**config.mk**
```make
export PLATFORM = sky130hd
export DESIGN_NAME = acrc_cfg_bank
export DESIGN_NICKNAME = d
export VERILOG_FILES = /design/src/design/acrc_pkg.sv /design/src/design/acrc_cfg_bank.sv /design/src/design/acrc_pos_sync.sv
export VERILOG_INCLUDE_DIRS = /design/src /design/src/design
export SDC_FILE = /design/constraint.sdc
export NUM_CORES = 1
export LEC_CHECK = 0
export BUFFER_PORTS_ARGS = -buffer_cell sky130_fd_sc_hd__buf_2
export CAP_MARGIN = 30
export CORE_MARGIN = 2
export CORE_UTILIZATION = 45
export CTS_CLUSTER_SIZE = 14
export DETAILED_ROUTE_END_ITERATION = 8
export GPL_TIMING_DRIVEN = 0
export HOLD_SLACK_MARGIN = 0.15
export PLACE_DENSITY = 0.74
export SYNTH_ARGS = -nofsm -noshare
export SYNTH_HDL_FRONTEND = slang
export SYNTH_SLANG_ARGS = --single-unit
```
**constraint.sdc**
```tcl
create_clock -name ref_clk -period 2.1 [get_ports ref_clk]
set_input_delay 0.21 -clock ref_clk [delete_from_list [all_inputs] [get_ports ref_clk]]
set_output_delay 0.21 -clock ref_clk [all_outputs]
set_load 0.02 [all_outputs]
```
**src/design/acrc_regs.svh**
```systemverilog
/*
  register offsets, field positions and reset values of the clock, range,
  reference, timestamp and lane pre-emphasis configuration bank.
  assumes byte-wide registers on a byte-addressed configuration port.
*/
`ifndef ACRC_REGS_SVH
`define ACRC_REGS_SVH

`define ACRC_ADDR_W          12
`define ACRC_CLK_CTRL0_OFF   12'h029
`define ACRC_CLOCK_INPUT_CONTROL_1_OFF   12'h02a
`define ACRC_POS_OFF0        12'h02c
`define ACRC_POS_OFF1        12'h02d
`define ACRC_POS_OFF2        12'h02e
`define ACRC_RANGE_A_OFF0    12'h030
`define ACRC_RANGE_A_OFF1    12'h031
`define ACRC_RANGE_B_OFF0    12'h032
`define ACRC_RANGE_B_OFF1    12'h033
`define ACRC_BYPASS_OFF      12'h038
`define ACRC_TSTAMP_OFF      12'h03b
`define ACRC_PREEMPH_OFF     12'h048

`define ACRC_CLK_CTRL0_RST   8'h00
`define ACRC_CLOCK_INPUT_CONTROL_1_RST   8'h00
`define ACRC_RANGE_RST       16'ha000
`define ACRC_BYPASS_RST      8'h00
`define ACRC_TSTAMP_RST      8'h00
`define ACRC_PREEMPH_RST     8'h00

`define ACRC_DEVICE_SAMPLE_CLOCK_LS_BIT   2
`define ACRC_SYSREF_LS_BIT   1
`define ACRC_SYSREF_FLIP_BIT 0
`define ACRC_FINE_VIEW_BIT   4
`define ACRC_BYPASS_BIT      0
`define ACRC_TS_LS_BIT       1
`define ACRC_TS_EN_BIT       0
`define ACRC_PE_MSB          3
`define ACRC_SEL_MSB         3

`endif

```
**src/design/acrc_pkg.sv**
```systemverilog
/*
  types shared by the configuration bank.
  assumes acrc_regs.svh for the numeric constants.
*/
package acrc_pkg;
  typedef logic [7:0]  acrc_byte_t;
  typedef logic [15:0] acrc_range_t;
  typedef logic [23:0] acrc_pos_t;
  typedef logic [3:0]  acrc_code_t;
endpackage

```
**src/design/acrc_cfg_bank.sv**
```systemverilog
/*
  byte-wide configuration and status bank: receiver modes for the sample
  clock, SYSREF and timestamp inputs, edge-position status, per-input
  range codes, reference bypass and global lane pre-emphasis.
  assumes a byte-wide configuration port on ref_clk: one-cycle write and
  read strobes with a 12-bit byte address; read data answers next cycle.
*/
`timescale 1ns/100ps
`default_nettype none
`include "acrc_regs.svh"
module acrc_cfg_bank #(
  parameter int LANES = 16
) (
  // clock and reset
  input  wire logic                       ref_clk,
  input  wire logic                       rst_b,
  input  wire logic                       clk_en,
  // configuration port
  input  wire logic [`ACRC_ADDR_W-1:0]    cfg_addr,
  input  wire logic                       cfg_wr,
  input  wire logic                       cfg_rd,
  input  wire acrc_pkg::acrc_byte_t       cfg_wdata,
  output var  acrc_pkg::acrc_byte_t       cfg_rdata,
  output var  logic                       cfg_rvalid,
  // status from the sample-clock domain
  input  wire acrc_pkg::acrc_pos_t        sysref_edge_position,
  // raw SYSREF from its receiver
  input  wire logic                       sysref_raw,
  // analog and receiver controls
  output var  logic                       devclock_low_swing_mode,
  output var  logic                       sysref_low_swing_mode,
  output var  logic                       sysref_polarity_flip,
  output var  logic                       sysref_aligned,
  output var  logic                       sysref_position_fine_view,
  output var  acrc_pkg::acrc_code_t       sysref_delay_select,
  output var  logic                       sysref_auto_cal,
  output var  acrc_pkg::acrc_range_t      input_a_range_code,
  output var  acrc_pkg::acrc_range_t      input_b_range_code,
  output var  logic                       reference_bypass_select,
  output var  logic                       timestamp_low_swing_mode,
  output var  logic                       timestamp_receiver_enable,
  output var  logic [LANES*4-1:0]         lane_preemphasis_code
);
  import acrc_pkg::*;

  acrc_byte_t  clk_ctrl0_reg;
  acrc_byte_t  clock_input_control_1_reg;
  acrc_range_t range_a_reg;
  acrc_range_t range_b_reg;
  acrc_byte_t  bypass_reg;
  acrc_byte_t  tstamp_reg;
  acrc_byte_t  preemph_reg;
  acrc_pos_t   pos_sync;
  acrc_byte_t  rdata_next;
  logic        sysref_m_reg;
  logic        sysref_s_reg;

  acrc_pos_sync #(.WIDTH(24)) u_pos_sync (
    .ref_clk  (ref_clk),
    .rst_b    (rst_b),
    .clk_en   (clk_en),
    .async_in (sysref_edge_position),
    .sync_out (pos_sync)
  );

  // writes; reserved bits are stored and read back unchanged
  always_ff @(posedge ref_clk) begin
    if (!rst_b) begin
      clk_ctrl0_reg <= `ACRC_CLK_CTRL0_RST;
      clock_input_control_1_reg <= `ACRC_CLOCK_INPUT_CONTROL_1_RST;
      range_a_reg   <= `ACRC_RANGE_RST;
      range_b_reg   <= `ACRC_RANGE_RST;
      bypass_reg    <= `ACRC_BYPASS_RST;
      tstamp_reg    <= `ACRC_TSTAMP_RST;
      preemph_reg   <= `ACRC_PREEMPH_RST;
    end else if (clk_en && cfg_wr) begin
      if (cfg_addr == `ACRC_CLK_CTRL0_OFF) begin
        clk_ctrl0_reg <= cfg_wdata;
      end else if (cfg_addr == `ACRC_CLOCK_INPUT_CONTROL_1_OFF) begin
        clock_input_control_1_reg <= cfg_wdata;
      end else if (cfg_addr == `ACRC_RANGE_A_OFF0) begin
        range_a_reg[15:8] <= cfg_wdata;
      end else if (cfg_addr == `ACRC_RANGE_A_OFF1) begin
        range_a_reg[7:0] <= cfg_wdata;
      end else if (cfg_addr == `ACRC_RANGE_B_OFF0) begin
        range_b_reg[15:8] <= cfg_wdata;
      end else if (cfg_addr == `ACRC_RANGE_B_OFF1) begin
        range_b_reg[7:0] <= cfg_wdata;
      end else if (cfg_addr == `ACRC_BYPASS_OFF) begin
        bypass_reg <= cfg_wdata;
      end else if (cfg_addr == `ACRC_TSTAMP_OFF) begin
        tstamp_reg <= cfg_wdata;
      end else if (cfg_addr == `ACRC_PREEMPH_OFF) begin
        preemph_reg <= cfg_wdata;
      end
    end
  end

  // read mux; unmapped addresses read zero, writes to them are dropped
  always_comb begin
    rdata_next = 8'h00;
    if (cfg_addr == `ACRC_CLK_CTRL0_OFF) begin
      rdata_next = clk_ctrl0_reg;
    end else if (cfg_addr == `ACRC_CLOCK_INPUT_CONTROL_1_OFF) begin
      rdata_next = clock_input_control_1_reg;
    end else if (cfg_addr == `ACRC_POS_OFF0) begin
      rdata_next = pos_sync[23:16];
    end else if (cfg_addr == `ACRC_POS_OFF1) begin
      rdata_next = pos_sync[15:8];
    end else if (cfg_addr == `ACRC_POS_OFF2) begin
      rdata_next = pos_sync[7:0];
    end else if (cfg_addr == `ACRC_RANGE_A_OFF0) begin
      rdata_next = range_a_reg[15:8];
    end else if (cfg_addr == `ACRC_RANGE_A_OFF1) begin
      rdata_next = range_a_reg[7:0];
    end else if (cfg_addr == `ACRC_RANGE_B_OFF0) begin
      rdata_next = range_b_reg[15:8];
    end else if (cfg_addr == `ACRC_RANGE_B_OFF1) begin
      rdata_next = range_b_reg[7:0];
    end else if (cfg_addr == `ACRC_BYPASS_OFF) begin
      rdata_next = bypass_reg;
    end else if (cfg_addr == `ACRC_TSTAMP_OFF) begin
      rdata_next = tstamp_reg;
    end else if (cfg_addr == `ACRC_PREEMPH_OFF) begin
      rdata_next = preemph_reg;
    end
  end

  always_ff @(posedge ref_clk) begin
    if (!rst_b) begin
      cfg_rdata  <= 8'h00;
      cfg_rvalid <= 1'b0;
    end else if (clk_en) begin
      cfg_rvalid <= cfg_rd;
      if (cfg_rd) begin
        cfg_rdata <= rdata_next;
      end
    end
  end

  // controls are registered from the stored bits; auto-cal is set while the delay select is zero
  always_ff @(posedge ref_clk) begin
    if (!rst_b) begin
      devclock_low_swing_mode   <= 1'b0;
      sysref_low_swing_mode     <= 1'b0;
      sysref_polarity_flip      <= 1'b0;
      sysref_position_fine_view <= 1'b0;
      sysref_delay_select       <= 4'h0;
      sysref_auto_cal           <= 1'b1;
      input_a_range_code        <= `ACRC_RANGE_RST;
      input_b_range_code        <= `ACRC_RANGE_RST;
      reference_bypass_select   <= 1'b0;
      timestamp_low_swing_mode  <= 1'b0;
      timestamp_receiver_enable <= 1'b0;
    end else if (clk_en) begin
      devclock_low_swing_mode   <= clock_input_control_1_reg[`ACRC_DEVICE_SAMPLE_CLOCK_LS_BIT];
      sysref_low_swing_mode     <= clock_input_control_1_reg[`ACRC_SYSREF_LS_BIT];
      sysref_polarity_flip      <= clock_input_control_1_reg[`ACRC_SYSREF_FLIP_BIT];
      // the analog side picks the coarse or fine position scale
      sysref_position_fine_view <= clk_ctrl0_reg[`ACRC_FINE_VIEW_BIT];
      // software picks this tap from the edge-position readout
      sysref_delay_select       <= clk_ctrl0_reg[`ACRC_SEL_MSB:0];
      sysref_auto_cal <= (clk_ctrl0_reg[`ACRC_SEL_MSB:0] == 4'h0);
      // codes below 0x2000 are passed through; software must avoid them
      input_a_range_code        <= range_a_reg;
      input_b_range_code        <= range_b_reg;
      reference_bypass_select   <= bypass_reg[`ACRC_BYPASS_BIT];
      timestamp_low_swing_mode  <= tstamp_reg[`ACRC_TS_LS_BIT];
      timestamp_receiver_enable <= tstamp_reg[`ACRC_TS_EN_BIT];
    end
  end

  // one code fanned out to every lane
  genvar g;
  generate
    for (g = 0; g < LANES; g++) begin : g_lane
      always_ff @(posedge ref_clk) begin
        if (!rst_b) begin
          lane_preemphasis_code[g*4 +: 4] <= 4'h0;
        end else if (clk_en) begin
          lane_preemphasis_code[g*4 +: 4] <= preemph_reg[`ACRC_PE_MSB:0];
        end
      end
    end
  endgenerate

  // SYSREF is a pin: two flops, then the optional inversion
  always_ff @(posedge ref_clk) begin
    if (!rst_b) begin
      sysref_m_reg   <= 1'b0;
      sysref_s_reg   <= 1'b0;
      sysref_aligned <= 1'b0;
    end else if (clk_en) begin
      sysref_m_reg   <= sysref_raw;
      sysref_s_reg   <= sysref_m_reg;
      sysref_aligned <= sysref_s_reg ^ clock_input_control_1_reg[`ACRC_SYSREF_FLIP_BIT];
    end
  end

  device_sample_clock_mode_a: assert property (@(posedge ref_clk) disable iff (!rst_b)
    (clk_en && cfg_wr && cfg_addr == `ACRC_CLOCK_INPUT_CONTROL_1_OFF) ##1 clk_en
    |=> devclock_low_swing_mode == $past(cfg_wdata[2], 2))
    else $error("sample clock mode not following control bit");
  sysref_mode_a: assert property (@(posedge ref_clk) disable iff (!rst_b)
    clk_en |=> sysref_low_swing_mode == $past(clock_input_control_1_reg[1]))
    else $error("sysref mode not following control bit");
  sysref_flip_a: assert property (@(posedge ref_clk) disable iff (!rst_b)
    clk_en |=> sysref_aligned ==
      ($past(sysref_s_reg) ^ $past(clock_input_control_1_reg[0])))
    else $error("sysref inversion wrong");
  pos_read_a: assert property (@(posedge ref_clk) disable iff (!rst_b)
    (clk_en && cfg_rd && cfg_addr == `ACRC_POS_OFF0)
    |=> cfg_rvalid && cfg_rdata == $past(pos_sync[23:16]))
    else $error("position high byte misread");
  range_a_rst_a: assert property (@(posedge ref_clk)
    !rst_b |=> range_a_reg == 16'ha000 && input_a_range_code == 16'ha000)
    else $error("range a reset value wrong");
  range_b_rb_a: assert property (@(posedge ref_clk) disable iff (!rst_b)
    (clk_en && cfg_wr && cfg_addr == `ACRC_RANGE_B_OFF1)
    |=> range_b_reg[7:0] == $past(cfg_wdata))
    else $error("range b low byte not stored");
  bypass_sel_a: assert property (@(posedge ref_clk) disable iff (!rst_b)
    clk_en |=> reference_bypass_select == $past(bypass_reg[0]))
    else $error("bypass select wrong");
  ts_mode_a: assert property (@(posedge ref_clk) disable iff (!rst_b)
    clk_en |=> timestamp_low_swing_mode == $past(tstamp_reg[1]))
    else $error("timestamp mode wrong");
  ts_en_a: assert property (@(posedge ref_clk)
    !rst_b |=> !timestamp_receiver_enable)
    else $error("timestamp enable not cleared by reset");
  lane_pe_a: assert property (@(posedge ref_clk) disable iff (!rst_b)
    clk_en |=> lane_preemphasis_code[LANES*4-1 -: 4] == $past(preemph_reg[3:0])
      && lane_preemphasis_code[3:0] == $past(preemph_reg[3:0]))
    else $error("lane pre-emphasis not common");
  fine_view_a: assert property (@(posedge ref_clk) disable iff (!rst_b)
    clk_en |=> sysref_position_fine_view == $past(clk_ctrl0_reg[4]))
    else $error("fine view wrong");
  auto_cal_a: assert property (@(posedge ref_clk) disable iff (!rst_b)
    clk_en |=> sysref_auto_cal == ($past(clk_ctrl0_reg[3:0]) == 4'h0))
    else $error("auto calibration select wrong");
  readback_a: assert property (@(posedge ref_clk) disable iff (!rst_b)
    (clk_en && cfg_wr && cfg_addr == `ACRC_PREEMPH_OFF) ##1
    (clk_en && cfg_rd && !cfg_wr && cfg_addr == `ACRC_PREEMPH_OFF)
    |=> cfg_rdata == $past(cfg_wdata, 2))
    else $error("pre-emphasis readback wrong");

  // read valid, stored bytes, controls one edge later, reset values and clock-enable freeze
  rvalid_pulse_a: assert property (@(posedge ref_clk) disable iff (!rst_b)
    (clk_en && !cfg_rd) |=> !cfg_rvalid)
    else $error("read valid without a read strobe");
  range_a_hi_a: assert property (@(posedge ref_clk) disable iff (!rst_b)
    (clk_en && cfg_wr && cfg_addr == `ACRC_RANGE_A_OFF0)
    |=> range_a_reg[15:8] == $past(cfg_wdata))
    else $error("range a high byte not stored");
  range_a_out_a: assert property (@(posedge ref_clk) disable iff (!rst_b)
    clk_en |=> input_a_range_code == $past(range_a_reg))
    else $error("range a code not following register");
  range_b_out_a: assert property (@(posedge ref_clk) disable iff (!rst_b)
    clk_en |=> input_b_range_code == $past(range_b_reg))
    else $error("range b code not following register");
  range_b_rst_a: assert property (@(posedge ref_clk)
    !rst_b |=> range_b_reg == 16'ha000 && input_b_range_code == 16'ha000)
    else $error("range b reset value wrong");
  ts_en_follow_a: assert property (@(posedge ref_clk) disable iff (!rst_b)
    clk_en |=> timestamp_receiver_enable == $past(tstamp_reg[0]))
    else $error("timestamp enable not following control bit");
  device_sample_clock_follow_a: assert property (@(posedge ref_clk) disable iff (!rst_b)
    clk_en |=> devclock_low_swing_mode == $past(clock_input_control_1_reg[2]))
    else $error("sample clock mode not following register");
  flip_out_a: assert property (@(posedge ref_clk) disable iff (!rst_b)
    clk_en |=> sysref_polarity_flip == $past(clock_input_control_1_reg[0]))
    else $error("sysref flip output wrong");
  pos_low_read_a: assert property (@(posedge ref_clk) disable iff (!rst_b)
    (clk_en && cfg_rd && cfg_addr == `ACRC_POS_OFF2)
    |=> cfg_rvalid && cfg_rdata == $past(pos_sync[7:0]))
    else $error("position low byte misread");
  dsel_follow_a: assert property (@(posedge ref_clk) disable iff (!rst_b)
    clk_en |=> sysref_delay_select == $past(clk_ctrl0_reg[3:0]))
    else $error("delay select not following register");
  lane_mid_a: assert property (@(posedge ref_clk) disable iff (!rst_b)
    clk_en |=> lane_preemphasis_code[(LANES/2)*4 +: 4]
      == $past(preemph_reg[3:0]))
    else $error("middle lane pre-emphasis wrong");
  enable_freeze_a: assert property (@(posedge ref_clk) disable iff (!rst_b)
    !clk_en |=> $stable(clock_input_control_1_reg) && $stable(preemph_reg)
      && $stable(cfg_rvalid) && $stable(lane_preemphasis_code))
    else $error("state changed while clock enable low");
endmodule // acrc_cfg_bank
`default_nettype wire

```
**src/design/acrc_pos_sync.sv**
```systemverilog
/*
  two-flop synchroniser for the edge-position word coming from the
  sample-clock domain, captured only when the word is stable.
  assumes the source holds the word for several config clocks.
*/
`timescale 1ns/100ps
`default_nettype none
module acrc_pos_sync #(
  parameter int WIDTH = 24
) (
  // clock and reset
  input  wire logic             ref_clk,
  input  wire logic             rst_b,
  input  wire logic             clk_en,
  // data
  input  wire logic [WIDTH-1:0] async_in,
  output var  logic [WIDTH-1:0] sync_out
);
  logic [WIDTH-1:0] meta_reg;
  logic [WIDTH-1:0] hold_reg;
  logic [WIDTH-1:0] stable_reg;

  // only hold_reg reads meta_reg
  always_ff @(posedge ref_clk) begin
    if (!rst_b) begin
      meta_reg <= '0;
      hold_reg <= '0;
    end else if (clk_en) begin
      meta_reg <= async_in;
      hold_reg <= meta_reg;
    end
  end

  // output only updates when two settled samples agree, so a word
  // caught mid-change never reaches software
  always_ff @(posedge ref_clk) begin
    if (!rst_b) begin
      stable_reg <= '0;
      sync_out   <= '0;
    end else if (clk_en) begin
      stable_reg <= hold_reg;
      if (hold_reg == stable_reg) begin
        sync_out <= hold_reg;
      end
    end
  end
endmodule // acrc_pos_sync
`default_nettype wire

```
==> results.py <==
metrics = {
    "route": {
        "drt_iter0_drc": 544,
        "first_pass_iters": 5,
        "drcViolationCount": 0,
        "via_count": 8580,
        "avgViaCountPerCell": 5.257,
        "ant_nets": 0,
        "routedWlPerCell_um": 18.36,
        "wirelength_mm": 29.97,
    },
    "timing": {
        "fin_skew_ps": 12.46,
        "drv_slew": 0,
        "period_needed_ps": 1939,
        "max_freq_ghz": 0.5158,
        "fin_tns_setup_ps": 0,
        "tightestPinTransition_ps": 937.7,
        "rsz0062_at_grt": "no",
        "setup_viol": 0,
        "fin_crit_sh_pct": 92.32,
        "hold_violations": 0,
        "relSlewSlack_pct": 37.49,
    },
    "yosys": {
        "synth_area_per_cell_sq_um": 9.334,
        "synth_most_common_cell": "dfxtp_1",
        "synth_xor_area_share_pct": 2.093,
        "synth_top_area_share_pct": 43.62,
        "ys.flop_type": "dfxtp_1",
        "synth_compound_area_share_pct": 10.12,
        "yosys-top-cells-count": "228 x dfxtp_1, 160 x mux2i_1, 160 x nand2_1, 156 x nor2b_1, 61 x buf_4",
        "syn_nets": 1171,
        "synth_area_sq_um": 10460,
        "synth_cell_type_count": 54,
        "synth_top_area_cell": "dfxtp_1",
        "synth-async-reset-ratio_pct": 0,
        "ys_seq_area_share_pct": 43.62,
        "yosys.area_share.simple_pct": 21.61,
        "syn_inst": 1121,
        "synthMuxAreaShare_pct": 15.31,
        "synth-warning-count": 0,
        "synth_top_family_by_area": "simple AND/OR/NAND/NOR gates",
        "synthTopCellsByArea": "dfxtp_1 44%, mux2i_1 15%, nor2b_1 9.3%",
        "synth_fa_ha_area_share_pct": 0,
        "ys_ff_latch": 228,
        "synth_edf_count": 0,
    },
    "global_routing": {
        "grt_max_degree": 18,
        "grt_use_total_pct": 24.23,
        "grt_pass1_wl_mm": 46.03,
        "antenna_found_initial": 0,
        "grt_pass1_vias": 8065,
        "grt_overflow_total": 0,
    },
    "setup_path": {
        "crit_type": "input pin to register",
        "worstPathArrival_ps": 2400,
        "critPathMaxFanout": 8,
        "worstPathRequired_ps": 2560,
        "start_kind": "input pin",
        "worst_setup_path_end_kind": "register",
        "crit_chain": "buf_2 -> nor3_2 -> and4_1 -> clkbuf_1 -> a22oi_1 -> a221oi_2 -> o22ai_1 -> a21oi_1",
        "worst_path_largest_cell_delay_ps": 530,
        "slowest_stage": "nor3_2",
    },
    "finish": {
        "layout-drive-gt1-share_pct": 21.68,
        "fillerInstances": 2017,
        "final_area_sq_um": 12630,
        "finalNonFillerCells": 1632,
        "final_nets": 1381,
        "num_antenna_cells": 0,
        "area_growth_pct": 20.66,
    },
    "place": {
        "dp.cells": 1562,
        "globalplace.congestion": 0.9387,
        "placed_cell_area_sq_um": 11600,
        "io_buffers": 156,
        "place_hpwl_mm": 22.08,
    },
    "floorplanning": {
        "die_area_sq_um": 24490,
        "num_io_pins": 168,
        "die_w_um": 156.5,
        "rows": 55,
        "core_area_sq_um": 22710,
        "die_height_um": 156.5,
        "initial_core_util_pct": 46.08,
    },
    "cts": {
        "clock_sinks": 228,
        "clock_latency_ps": 530,
        "numCtsBuffers": 25,
        "path_clk_slew_ps": 60,
        "clockBufferDepth": 3,
        "root_buffer": "clkbuf_16",
        "htree_levels": 1,
        "cts_tree": "yes",
    },
    "status": {
        "status": "completed",
    },
    "power": {
        "power.density_nw_per_um2": 732.5,
        "p_leak_nw": 5.522,
        "max-vdd-ir-drop_uv": 615.0,
        "power_mw": 9.248,
    },
    "hold_path": {
        "worstHoldPathType": "input pin to register",
    },
    "flow_run": {
        "cap_violations": 0,
    },
}
## cells by family (layout without fill, tap and decap cells)
family                 Yosys count  after routing
XOR/XNOR                        25             25
AND/OR/NAND/NOR                419            419
AO/OA/AOI/OAI                  152            152
buffers and inverters          137            363
flip-flops                     228            228
multiplexers                   160            160
## per-stage QoR
stage                     util [%]  setup slack (ps)  hold slack, ps
after floorplan                  -             329.2           379.4
after global placement       51.09            -366.5           437.2
after detailed placement     51.09            -374.2           443.3
after CTS                    55.55             150.5           154.7
after global routing         55.60             19.14           188.0
final                        55.60             161.3           149.2
## routing by layer
metal,vias to the layer above,GRT usage (%),routed length [um]
li1,4162,-,-
met1,4024,32.75,13570
met2,336,39.25,13470
met3,58,4.431,2068
met4,0,7.864,853
met5,-,0,0
## what timing repair did
| item | 4_1_cts | 5_1_grt |
|---|---|---|
| hold buffers | 25 | 0 |
| buffers inserted | 2 | 0 |
| endpoints found under the hold margin | 25 | 0 |
| resized for setup | 0 | 2 |
| endpoints found under the setup margin | 20 | 12 |
| gates cloned | 0 | 0 |
| pin swaps | 1 | 0 |
## cells in the final DEF (no fill, tap or decap), types with 7 or more instances in the layout
cell / instances
nand2_1: 160
clkbuf_16: 25
inv_1: 10
nor2_1: 29
buf_2: 169
nand2b_1: 9
a21boi_0: 43
nor2b_1: 156
buf_4: 63
dfxtp_1: 227
nor3_1: 8
nand3_1: 12
clkbuf_1: 46
xnor2_1: 14
dlygate4sd3_1: 25
a21boi_1: 18
buf_1: 11
nand4_1: 7
mux2i_1: 160
o21ai_0: 15
xor2_1: 11
a21oi_1: 35
## critical path: cells and delay by family
family          cells  cell delay (ps)
compound gates      4              930
simple gates        2              820
buf+inv             2              430
## worst paths after layout
kind | depth (start not counted) | to | start | slack (ps)
min reg2reg | 2 | clock_input_control_1_reg[4] | clock_input_control_1_reg[4] | 450
max | 8 | cfg_rdata[4] | cfg_addr[7] | 160
min | 2 | clk_ctrl0_reg[2] | rst_b | 150
max reg2reg | 8 | u_pos_sync.sync_out[9] | u_pos_sync.hold_reg[22] | 180
## report_power, final
group          internal (mW)  switching [mW]  total (mW)
registers               4.39          0.0575        4.45
logic                  0.318           0.418       0.736
clock network           2.29            1.77        4.06
total                   7.00            2.24        9.25
## layout make-up
type | instances | area [sq um] | share of cell area [%]
buffer | 126 | 718.2 | 5.688
clock buffer | 33 | 685.7 | 5.431
clock inverter | 10 | 63.81 | 0.5054
inverter | 11 | 41.29 | 0.3270
multi-input combinational | 756 | 5149 | 40.78
sequential | 228 | 4566 | 36.16
tap | 285 | 356.6 | 2.824
timing repair buffer | 183 | 1046 | 8.285
Power figures use the tool's default switching activity.
